[src/rtl/hotplug_defines.svh]
// Notes on behaviour
// - attention button press sets sticky flag at status bit 0
// - power fault reported by slot power controller sets sticky flag bit 1
// - retention latch sensor change in either direction sets sticky flag bit 2
// - card presence change sets sticky flag bit 3
// - command finishing sets sticky done flag bit 4; already set stays set
// - a write to slot control taken while idle is one command; writes taken while busy merge into one
// - done flag waits until all resulting expander transactions are finished
// - live latch sensor state at read-only bit 5, 0 closed, 1 open
// - live card presence at read-only bit 6, 0 empty, 1 present, default 1
// - interlock status at read-only bit 7, 0 disengaged, 1 engaged, if fitted
// - toggle of link active indication sets sticky flag bit 8
// - interrupt only for enabled latched events and only with master enable set
`ifndef HOTPLUG_DEFINES_SVH
`define HOTPLUG_DEFINES_SVH

// ***************************************************************
// register indices (byte address is four times the index)
// ***************************************************************
`define IDX_SLOT_CONTROL      10'h058
`define IDX_SLOT_STATUS       10'h05A
`define IDX_DEV_CAP2          10'h064
`define IDX_DEV_CTL2          10'h068
`define IDX_DEV_STS2          10'h06A
`define IDX_LINK_CAP2         10'h06C

// ***************************************************************
// slot status fields
// ***************************************************************
`define ST_BUTTON             0
`define ST_POWER_FAULT        1
`define ST_LATCH_CHANGED      2
`define ST_PRESENCE_CHANGED   3
`define ST_CMD_DONE           4
`define ST_LATCH_STATE        5
`define ST_CARD_PRESENT       6
`define ST_INTERLOCK          7
`define ST_LINK_CHANGED       8
`define ST_STICKY_MASK        16'h011F

// ***************************************************************
// slot control fields
// ***************************************************************
`define CT_BUTTON_EN          0
`define CT_POWER_FAULT_EN     1
`define CT_LATCH_EN           2
`define CT_PRESENCE_EN        3
`define CT_CMD_DONE_EN        4
`define CT_MASTER_EN          5
`define CT_ATTN_IND_LSB       6
`define CT_ATTN_IND_MSB       7
`define CT_PWR_IND_LSB        8
`define CT_PWR_IND_MSB        9
`define CT_POWER_OFF          10
`define CT_INTERLOCK_TOGGLE   11
`define CT_LINK_EN            12
`define CT_WRITABLE_MASK      16'h1FFF
`define CT_RESET              16'h01C0
`define CT_READ_MASK          16'h17FF

// ***************************************************************
// reset values
// ***************************************************************
`define PINS_RESET            5'h02   // card_present only: no false fault or presence edge
`define ZERO_WORD             32'h00000000

`endif

[src/rtl/hotplug_pkg.sv]
package hotplug_pkg;

   // ***************************************************************
   // slot side levels, seen through the io expanders
   // ***************************************************************
   typedef struct packed {
      logic button;        // attention button held
      logic power_fault;   // power controller fault
      logic latch_open;    // retention_latch sensor, 1 = open
      logic card_present;  // presence detect, 1 = card
      logic interlock;     // interlock engaged
   } slot_pins_type;

   // ***************************************************************
   // one command handed to the expander sequencer
   // ***************************************************************
   typedef struct packed {
      logic [15:0] control;   // full slot control image after the write
      logic [15:0] changed;   // fields touched by this write
   } command_type;

   typedef enum logic [0:0] {
      CMD_IDLE = 1'b0,
      CMD_BUSY = 1'b1
   } cmd_state_type;

endpackage : hotplug_pkg

[src/rtl/pin_sync.sv]
`timescale 1ns/10ps
`default_nettype none
// two-flop synchroniser with change detect on the settled side
module pin_sync #(
   parameter int unsigned      W         = 1,
   parameter logic [W-1:0]     RESET_VAL = '0
) (
   input  wire logic           mclk,
   input  wire logic           nrst,
   input  wire logic [W-1:0]   async_d,
   output logic      [W-1:0]   level,
   output logic      [W-1:0]   changed
);

   logic [W-1:0] meta_q;
   logic [W-1:0] level_q;
   logic [W-1:0] prev_q;

   // meta_q feeds level_q only
   always_ff @(posedge mclk or negedge nrst) begin
      if (!nrst) begin
         meta_q  <= RESET_VAL;
         level_q <= RESET_VAL;
         prev_q  <= RESET_VAL;
      end else begin
         meta_q  <= async_d;
         level_q <= meta_q;
         prev_q  <= level_q;
      end
   end

   assign level   = level_q;
   assign changed = level_q ^ prev_q;

endmodule : pin_sync
`default_nettype wire

[src/rtl/sticky_flags.sv]
`timescale 1ns/10ps
`default_nettype none
// write-one-to-clear flags; a set in the clearing cycle wins
module sticky_flags #(
   parameter int unsigned      W = 1
) (
   input  wire logic           mclk,
   input  wire logic           nrst,
   input  wire logic [W-1:0]   set,
   input  wire logic [W-1:0]   clr,
   output logic      [W-1:0]   flags
);

   logic [W-1:0] flags_q;
   logic [W-1:0] flags_d;

   assign flags_d = (flags_q & ~clr) | set;

   always_ff @(posedge mclk or negedge nrst) begin
      if (!nrst) begin
         flags_q <= '0;
      end else begin
         flags_q <= flags_d;
      end
   end

   assign flags = flags_q;

endmodule : sticky_flags
`default_nettype wire

[src/rtl/hotplug_slot_status.sv]
`timescale 1ns/10ps
`default_nettype none
`include "hotplug_defines.svh"
// slot event status for one downstream port, wishbone classic slave
module hotplug_slot_status #(
   parameter bit               INTERLOCK_PRESENT = 1'b1
) (
   input  wire logic                          mclk,
   input  wire logic                          nrst,
   // wishbone classic slave
   input  wire logic                          wb_cyc_i,
   input  wire logic                          wb_stb_i,
   input  wire logic                          wb_we_i,
   input  wire logic [11:0]                   wb_adr_i,
   input  wire logic [3:0]                    wb_sel_i,
   input  wire logic [31:0]                   wb_dat_i,
   output logic      [31:0]                   wb_dat_o,
   output logic                               wb_ack_o,
   // slot levels from the expander inputs, asynchronous
   input  wire hotplug_pkg::slot_pins_type    slot_pins,
   // link layer state, same clock
   input  wire logic                          link_active_indication,
   // command hand-off to the expander sequencer
   output hotplug_pkg::command_type           cmd_out,
   output logic                               cmd_start,
   input  wire logic                          cmd_done,
   // level interrupt
   output logic                               hotplug_irq
);

   // ***************************************************************
   // slot pin synchronisation
   // ***************************************************************
   hotplug_pkg::slot_pins_type pins_now;
   hotplug_pkg::slot_pins_type pins_edge;

   pin_sync #(
      .W         (5),
      .RESET_VAL (`PINS_RESET)
   ) u_pin_sync (
      .mclk    (mclk),
      .nrst    (nrst),
      .async_d (slot_pins),
      .level   (pins_now),
      .changed (pins_edge)
   );

   // ***************************************************************
   // link active edge, already on mclk
   // ***************************************************************
   logic link_prev_q;

   always_ff @(posedge mclk or negedge nrst) begin
      if (!nrst) begin
         link_prev_q <= 1'b0;
      end else begin
         link_prev_q <= link_active_indication;
      end
   end

   wire link_toggle = link_active_indication ^ link_prev_q;

   // ***************************************************************
   // bus decode
   // ***************************************************************
   logic        ack_q;
   logic [31:0] rdata_q;

   wire       bus_req   = wb_cyc_i & wb_stb_i & ~ack_q;
   wire       bus_wr    = bus_req & wb_we_i;
   wire [9:0] reg_idx   = wb_adr_i[11:2];
   wire       hit_ctl   = (reg_idx == `IDX_SLOT_CONTROL);
   wire       hit_sts   = (reg_idx == `IDX_SLOT_STATUS);
   wire       hit_empty = (reg_idx == `IDX_DEV_CAP2) |
                          (reg_idx == `IDX_DEV_CTL2) |
                          (reg_idx == `IDX_DEV_STS2) |
                          (reg_idx == `IDX_LINK_CAP2);

   // byte enables widened to the 16-bit registers
   wire [15:0] lane_mask = {{8{wb_sel_i[1]}}, {8{wb_sel_i[0]}}};
   wire [15:0] wr_bits   = wb_dat_i[15:0] & lane_mask;

   // ***************************************************************
   // slot control register, one command per write taken while idle
   // ***************************************************************
   logic [15:0] ctl_q;
   logic [15:0] ctl_d;
   logic        ctl_wr;

   assign ctl_wr = bus_wr & hit_ctl & (|wb_sel_i[1:0]);
   assign ctl_d  = ((ctl_q & ~lane_mask) | wr_bits) & `CT_WRITABLE_MASK;

   always_ff @(posedge mclk or negedge nrst) begin
      if (!nrst) begin
         ctl_q <= `CT_RESET;
      end else if (ctl_wr) begin
         ctl_q <= ctl_d;
      end
   end

   // ***************************************************************
   // command sequencing: one start, one completion; writes taken while busy share one start
   // ***************************************************************
   hotplug_pkg::cmd_state_type cmd_state_q;
   hotplug_pkg::cmd_state_type cmd_state_d;
   hotplug_pkg::command_type   cmd_q;
   logic                       start_q;
   logic                       pending_q;
   logic                       cmd_finish;

   // a write landing while busy is queued; further writes while busy merge into it
   always_comb begin
      cmd_state_d = cmd_state_q;
      cmd_finish  = 1'b0;
      case (cmd_state_q)
         hotplug_pkg::CMD_IDLE: begin
            if (start_q) begin
               cmd_state_d = hotplug_pkg::CMD_BUSY;
            end
         end
         hotplug_pkg::CMD_BUSY: begin
            if (cmd_done) begin
               cmd_finish  = 1'b1;
               cmd_state_d = hotplug_pkg::CMD_IDLE;
            end
         end
         default: begin
            cmd_state_d = hotplug_pkg::CMD_IDLE;
         end
      endcase
   end

   wire can_launch = (cmd_state_q == hotplug_pkg::CMD_IDLE) & ~start_q;

   always_ff @(posedge mclk or negedge nrst) begin
      if (!nrst) begin
         cmd_state_q <= hotplug_pkg::CMD_IDLE;
      end else begin
         cmd_state_q <= cmd_state_d;
      end
   end

   // pending holds a write taken while the sequencer is busy
   always_ff @(posedge mclk or negedge nrst) begin
      if (!nrst) begin
         pending_q <= 1'b0;
      end else if (ctl_wr & ~can_launch) begin
         pending_q <= 1'b1;
      end else if (can_launch) begin
         pending_q <= 1'b0;
      end
   end

   wire launch = can_launch & (ctl_wr | pending_q);

   always_ff @(posedge mclk or negedge nrst) begin
      if (!nrst) begin
         start_q <= 1'b0;
         cmd_q   <= '0;
      end else begin
         start_q <= launch;
         if (launch) begin
            cmd_q.control <= ctl_wr ? ctl_d : ctl_q;
            cmd_q.changed <= ctl_wr ? (ctl_d ^ ctl_q) | lane_mask : `CT_WRITABLE_MASK;
         end
      end
   end

   assign cmd_start = start_q;
   assign cmd_out   = cmd_q;

   // ***************************************************************
   // sticky event flags
   // ***************************************************************
   logic [15:0] flag_set;
   logic [15:0] flag_clr;
   logic [15:0] flags;

   always_comb begin
      flag_set                       = 16'h0000;
      flag_set[`ST_BUTTON]           = pins_edge.button & pins_now.button;
      flag_set[`ST_POWER_FAULT]      = pins_now.power_fault;
      flag_set[`ST_LATCH_CHANGED]    = pins_edge.latch_open;
      flag_set[`ST_PRESENCE_CHANGED] = pins_edge.card_present;
      flag_set[`ST_CMD_DONE]         = cmd_finish;
      flag_set[`ST_LINK_CHANGED]     = link_toggle;
   end

   // clears only on the sticky positions, lanes honoured
   assign flag_clr = (bus_wr & hit_sts) ? (wr_bits & `ST_STICKY_MASK) : 16'h0000;

   sticky_flags #(
      .W (16)
   ) u_sticky_flags (
      .mclk  (mclk),
      .nrst  (nrst),
      .set   (flag_set & `ST_STICKY_MASK),
      .clr   (flag_clr),
      .flags (flags)
   );

   // ***************************************************************
   // slot status read image
   // ***************************************************************
   logic [15:0] status_img;

   always_comb begin
      status_img                   = flags & `ST_STICKY_MASK;
      status_img[`ST_LATCH_STATE]  = pins_now.latch_open;
      status_img[`ST_CARD_PRESENT] = pins_now.card_present;
      status_img[`ST_INTERLOCK]    = INTERLOCK_PRESENT & pins_now.interlock;
   end

   // ***************************************************************
   // interrupt: per-event enables under the master enable
   // ***************************************************************
   logic [15:0] irq_mask;
   logic        irq_q;

   always_comb begin
      irq_mask                       = 16'h0000;
      irq_mask[`ST_BUTTON]           = ctl_q[`CT_BUTTON_EN];
      irq_mask[`ST_POWER_FAULT]      = ctl_q[`CT_POWER_FAULT_EN];
      irq_mask[`ST_LATCH_CHANGED]    = ctl_q[`CT_LATCH_EN];
      irq_mask[`ST_PRESENCE_CHANGED] = ctl_q[`CT_PRESENCE_EN];
      irq_mask[`ST_CMD_DONE]         = ctl_q[`CT_CMD_DONE_EN];
      irq_mask[`ST_LINK_CHANGED]     = ctl_q[`CT_LINK_EN];
   end

   wire irq_d = ctl_q[`CT_MASTER_EN] & (|(flags & irq_mask));

   always_ff @(posedge mclk or negedge nrst) begin
      if (!nrst) begin
         irq_q <= 1'b0;
      end else begin
         irq_q <= irq_d;
      end
   end

   assign hotplug_irq = irq_q;

   // ***************************************************************
   // read mux and acknowledge
   // ***************************************************************
   // interlock toggle is a write-only action, it never reads back
   wire [31:0] ctl_img = {16'h0000, ctl_q & `CT_READ_MASK};
   wire [31:0] sts_img = {16'h0000, status_img};
   // empty second-generation words decode explicitly and read zero
   wire [31:0] rd_mux  = hit_ctl   ? ctl_img :
                         hit_sts   ? sts_img :
                         hit_empty ? `ZERO_WORD :
                         `ZERO_WORD;

   // one wait state; unmapped addresses ack with zero data
   always_ff @(posedge mclk or negedge nrst) begin
      if (!nrst) begin
         ack_q   <= 1'b0;
         rdata_q <= `ZERO_WORD;
      end else begin
         ack_q   <= bus_req;
         rdata_q <= (bus_req & ~wb_we_i) ? rd_mux : `ZERO_WORD;
      end
   end

   assign wb_ack_o = ack_q;
   assign wb_dat_o = rdata_q;

endmodule : hotplug_slot_status
`default_nettype wire

[config.mk]
export PLATFORM = sky130hd
export DESIGN_NAME = hotplug_slot_status
export DESIGN_NICKNAME = d
export VERILOG_FILES = /design/src/rtl/hotplug_pkg.sv /design/src/rtl/pin_sync.sv /design/src/rtl/sticky_flags.sv /design/src/rtl/hotplug_slot_status.sv
export VERILOG_INCLUDE_DIRS = /design/src /design/src/rtl
export SDC_FILE = /design/constraint.sdc
export NUM_CORES = 1
export LEC_CHECK = 0
export ABC_CLOCK_PERIOD_IN_PS = 3200
export BUFFER_PORTS_ARGS = -buffer_cell sky130_fd_sc_hd__buf_4
export CELL_PAD_IN_SITES_DETAIL_PLACEMENT = 1
export CELL_PAD_IN_SITES_GLOBAL_PLACEMENT = 2
export CORE_MARGIN = 3
export CORE_UTILIZATION = 34
export CTS_BUF_LIST = sky130_fd_sc_hd__clkbuf_8
export CTS_CLUSTER_DIAMETER = 80
export DETAILED_ROUTE_END_ITERATION = 7
export PLACE_DENSITY_LB_ADDON = 0.05
export SKIP_LAST_GASP = 1
export SYNTH_ARGS = -nofsm -noshare
export SYNTH_HDL_FRONTEND = slang
export SYNTH_SLANG_ARGS = --single-unit
export TNS_END_PERCENT = 50
[constraint.sdc]
create_clock -name mclk -period 3.2 [get_ports mclk]
set_clock_uncertainty 0.2 [all_clocks]
set_input_delay 0.16 -clock mclk [delete_from_list [all_inputs] [get_ports mclk]]
set_output_delay 0.16 -clock mclk [all_outputs]
set_load 0.01 [all_outputs]
# Yosys cells after proc, flatten, opt, wreduce, memory -nomap -nowiden
# Cells that the tools add are included.
[word_totals]
out_inout_bits = 67
wordCells = 62
reg_bits = 98
input_bits = 60
[op_classes]
eq_ne = 2
reduce_logical = 3
n_bitwise = 30
mux = 13
[ops]
columns = ["operator", "n"]
rows = [
  ["16-bit two-way mux", 2],
  ["13-bit AND", 2],
  ["13-bit two-way mux", 2],
  ["10-bit by 7-bit == test with 1-bit output, second input constant", 2],
  ["9-bit two-way mux", 2],
  ["16-bit AND", 1],
  ["16-bit by 9-bit AND with 16-bit output", 1],
  ["9-bit NOT with 16-bit output", 1],
  ["16-bit OR", 1],
  ["16-bit by 9-bit OR with 16-bit output", 1],
  ["16-bit OR reduction", 1],
  ["13-bit by 16-bit XOR with 16-bit output", 1],
  ["13-bit NOT", 1],
  ["13-bit OR", 1],
  ["1-bit AND", 12],
  ["1-bit two-way mux", 6],
  ["1-bit NOT", 5],
  ["5-bit XOR", 1],
  ["1-bit case mux with 2 select lines", 1],
  ["2-bit nonzero test", 1],
  ["2-bit OR reduction", 1],
  ["1-bit OR", 1],
  ["1-bit XOR", 1],
]

# Longest topological paths before layout
[depth]
ltp_word = 8
mapped_depth = 8
depth_no_buf = 5

# Cells and area by module
# A second synthesis with hierarchy kept.
[unflattened]
hier_cells = 358
area_unflattened_um2 = 4072.7
[modules_own_cells]
columns = ["mod", "seq_area_each_um2", "n_inst", "cells_per_inst", "area_each_um2"]
rows = [
  ["hotplug_slot_status", 1655.3, 1, 290, 3069.2],
  ["sticky_flags", 400.4, 1, 48, 580.6],
  ["pin_sync", 379.1, 1, 20, 422.9],
]

# Worst setup path before layout
# No wires, ideal clock.
[synth_timing]
path_type = "reg2reg"
from = "register ack_q, in the netlist wb_ack_o"
to = "register cmd_q, in the netlist cmd_out[23]"
arrival_ns = 1.608
setup_time_ns = 0.126
setup_slack_ns = 1.266
t_required_ns = 2.874
stages_incl_launch_ff = 6
synth_period_minus_slack_ns = 1.934
path_buffers = 1
cell_sequence = "dfrtp_1 nand4b_1 nor2_2 a31oi_4 buf_6 a221o_1"
[synth_between]
elab_chain_cells = 7
word_cells_on_any_way = 8
classes_between = "1 x mux; 7 x bitwise"
[synth_lines]
columns = ["element", "line_no", "text"]
rows = [
  ["from (decl)", "hotplug_slot_status.sv:66", "logic ack_q;"],
  ["from (signal assigned)", "hotplug_slot_status.sv:260", "ack_q <= bus_req;"],
  ["1-bit NOT *", "hotplug_slot_status.sv:69", "wire bus_req = wb_cyc_i & wb_stb_i & ~ack_q;"],
  ["1-bit AND *", "hotplug_slot_status.sv:69", ""],
  ["1-bit AND *", "hotplug_slot_status.sv:70", "wire bus_wr = bus_req & wb_we_i;"],
  ["1-bit AND * (2 in a row)", "hotplug_slot_status.sv:90", "assign ctl_wr = bus_wr & hit_ctl & (|wb_sel_i[1:0]);"],
  ["1-bit OR", "hotplug_slot_status.sv:154", "wire launch = can_launch & (ctl_wr | pending_q);"],
  ["1-bit AND", "hotplug_slot_status.sv:154", ""],
  ["to (decl)", "hotplug_slot_status.sv:106", "hotplug_pkg::command_type cmd_q;"],
]
# Every way passes the cells marked *; elsewhere a longest branch is shown, timed or not.
# A chain may end at the register's enable or synchronous reset.

# Worst setup path in the final report
[layout_timing]
from = "input wb_sel_i[1]"
to = "register cmd_q, in the netlist cmd_out[2]"
[layout_between]
elab_chain_cells = 4
word_cells_on_any_way = 5
classes_between = "1 x mux; 3 x bitwise; 1 x reduce/logical"
[layout_lines]
columns = ["element", "line_no", "text"]
rows = [
  ["from (decl)", "hotplug_slot_status.sv:15", "input wire logic [3:0] wb_sel_i,"],
  ["2-bit OR reduction *", "hotplug_slot_status.sv:90", ""],
  ["1-bit AND *", "hotplug_slot_status.sv:90", ""],
  ["1-bit OR", "hotplug_slot_status.sv:154", ""],
  ["1-bit AND", "hotplug_slot_status.sv:154", ""],
]
# Marks and branches as above.

==> flow_metrics.tcl <==
set metrics [dict create \
    ctsLongestPathBuffers 2 \
    start_util_pct 35.3 \
    hold_buffers 25 \
    reg2reg_slack_ns 0.90 \
    cts_sinks 85 \
    diodes 0 \
    hpwl_mm 6.81 \
    min-delay-start "wb_sel_i[0]" \
    synth_edf_count 0 \
    async_flop_share_pct 100 \
    drtIter0Drc 96 \
    worst-r2r-cell-count 5 \
    wl_per_cell_um 17.6 \
    irDropWorstVdd_v 0.000192 \
    synth_seq_cells 85 \
    hold_path_end "u_sticky_flags.flags[3]" \
    avgViaCountPerCell 5.05 \
    tns_ns 0 \
    drv_cap 0 \
    crit_path_max_fanout 20 \
    clk_latency_ns 0.36 \
    die_h_um 110 \
    critPathMaxStageDelay_ns 0.58 \
    post_cts_buffers 0 \
    max_freq_ghz 0.425 \
    crit_slowest_cell "a31oi_4" \
    rsz0062_at_grt "false" \
    clockRootBuffer "clkbuf_8" \
    drive_gt1_share_pct 28.0 \
    numCtsBuffers 9 \
    whs_path_depth 4 \
    synth_flop_cell "dfrtp_1" \
    cts.clk_slew.worst_paths_ns 0.09 \
    grt_pass1_vias 3015 \
    slew_violations 0 \
    nets 487 \
    place.port_buffers 83 \
    grt_usage_pct 17.5 \
    worst_setup_path_end_kind "flip-flop" \
    rows 37 \
    layout_common_cells "93 x buf_4, 79 x dfrtp_1, 39 x a21oi_1, 29 x nor2_1, 25 x dlygate4sd3_1" \
    cp_cell_sequence "dlygate4sd3_1 > buf_4 > nor2_1 > nor2_2 > a31oi_4 > inv_2 > o21a_1" \
    dieArea_um2 12100 \
    p_leak_nw 2.21 \
    grt_max_degree 37 \
    syn_inst 322 \
    pin_count 127 \
    fin_util_pct 46.0 \
    overflow 0 \
    yosysWarnings 0 \
    syn_to_final_growth_pct 30.2 \
    tightest_slew_ns 0.697 \
    final_hold_viol_count 0 \
    hold_path.class "input pin to flip-flop" \
    required_ns 3.24 \
    syn-cell-area_um2 3680 \
    route.detailed.drc 0 \
    wl_mm 10.0 \
    synth_seq_area_share_pct 58.0 \
    cts_resized 0 \
    fin_crit_sh_pct 73.5 \
    total_power_mw 2.01 \
    rr_startpoint "wb_ack_o" \
    criticalPathCategory "input pin to flip-flop" \
    worst-path-buf-inv 3 \
    cp_top_family "buffers and inverters" \
    timing.hold.ws_ns 0.0260 \
    htreeDepth 3 \
    fp.coreArea_um2 10400 \
    setup_violations 0 \
    timing.rr.end "cmd_out[18]" \
    grt_pass1_wl_mm 15.9 \
    die_w_um 110 \
    crit_arrival_ns 2.40 \
    yosys.cell_types.count 41 \
    max_slew_margin_pct 53.5 \
    postSynthAreaPerCell_um2 11.4 \
    gp_congestion 0.740 \
    ant_nets 0 \
    vias 2866 \
    period_minus_slack_ns 2.35 \
    antenna_found_initial 0 \
    drt_first_pass_iters 4 \
    crit_path_start_kind "input pin" \
    power.density_nw_per_um2 420 \
    status "finished, final reports clean" \
    cts_tree "done" \
    final_common_cell "buf_4" \
]
[synthesized netlist by cell type (6+ instances only)]
library cell / count / area [um2]
a22oi_1: 12 / 90.1
o31ai_1: 6 / 45.0
dfrtp_1: 79 / 1980
dfstp_2: 6 / 158
buf_4: 23 / 173
a21oi_1: 39 / 195
clkbuf_1: 8 / 30.0
buf_2: 7 / 35.0
mux2i_1: 14 / 140
nand3_1: 15 / 75.1
nor2_1: 29 / 109
nand2_1: 12 / 45.0
o21a_1: 14 / 105
a221o_1: 13 / 130
[worst min-delay path, stage by stage]
cell     delay [ns]
buf_4          0.19
nand2_1        0.08
o31ai_1        0.06
nand2_1        0.06
[layout make-up]
class	count	area [um2]
Clock inverter	7	68.8
Timing Repair Buffer	118	948
Multi-Input combinational cell	209	1330
Clock buffer	9	124
Fill cell	1169	5630
Tap cell	136	170
Sequential cell	85	2130
Inverter	4	15.0
[kinds of logic (layout without fill, tap and decap cells)]
group,Yosys count,count (layout),synth area share (%)
other,1,20,0.102
multiplexers,14,14,3.81
XOR/XNOR,3,3,0.715
AND/OR/NAND/NOR,78,78,11.4
buffers and inverters,47,138,8.00
AO/OA/AOI/OAI,94,94,17.9
flip-flops,85,85,58.0
[power breakdown]
part,switching [mW],leakage (nW),internal [mW]
clock,0.400,0.100,0.358
combinational,0.0808,1.06,0.0748
sequential,0.00773,1.04,1.09
total,0.489,2.21,1.52
[how the worst max path moves through the flow]
stage                      startpoint          end  slack (ns)  cells after the start
final                     wb_sel_i[1]   cmd_out[2]        0.85                      7
after global routing      wb_sel_i[1]   cmd_out[2]        0.70                      7
after CTS                 wb_sel_i[1]   cmd_out[2]        0.82                      7
after detailed placement    pending_q   cmd_out[4]        0.95                      4
after global placement       wb_ack_o  cmd_out[18]        0.95                      5
after floorplan              wb_ack_o  cmd_out[23]        1.27                      5
[per-stage QoR]
stage | cells | worst slack, ns | area [um2]
detailed placement | 527 | 0.946 | 4340
global route | 568 | 0.700 | 4790
global placement | 527 | 0.949 | 4340
floorplan | 341 | 1.27 | 3750
finish | 568 | 0.847 | 4790
CTS | 568 | 0.824 | 4790
[registers in the layout (all words and copies together), names as in the netlist]
signal,count
cmd_out,32
ctl_q,16
wb_dat_o,12
u_sticky_flags.flags,6
u_pin_sync.level,5
u_pin_sync.meta_q,5
u_pin_sync.prev_q,3
cmd_start,1
cmd_state_q,1
hotplug_irq,1
link_prev_q,1
pending_q,1
wb_ack_o,1
[layer usage]
metal	wire (um)	global-route usage, %	up-vias
met5	0	0	-
met4	123	4.90	0
met3	438	3.49	10
met2	4960	29.2	79
met1	4480	23.2	1457
li1	-	-	1320
(Power assumes the default switching activity.)
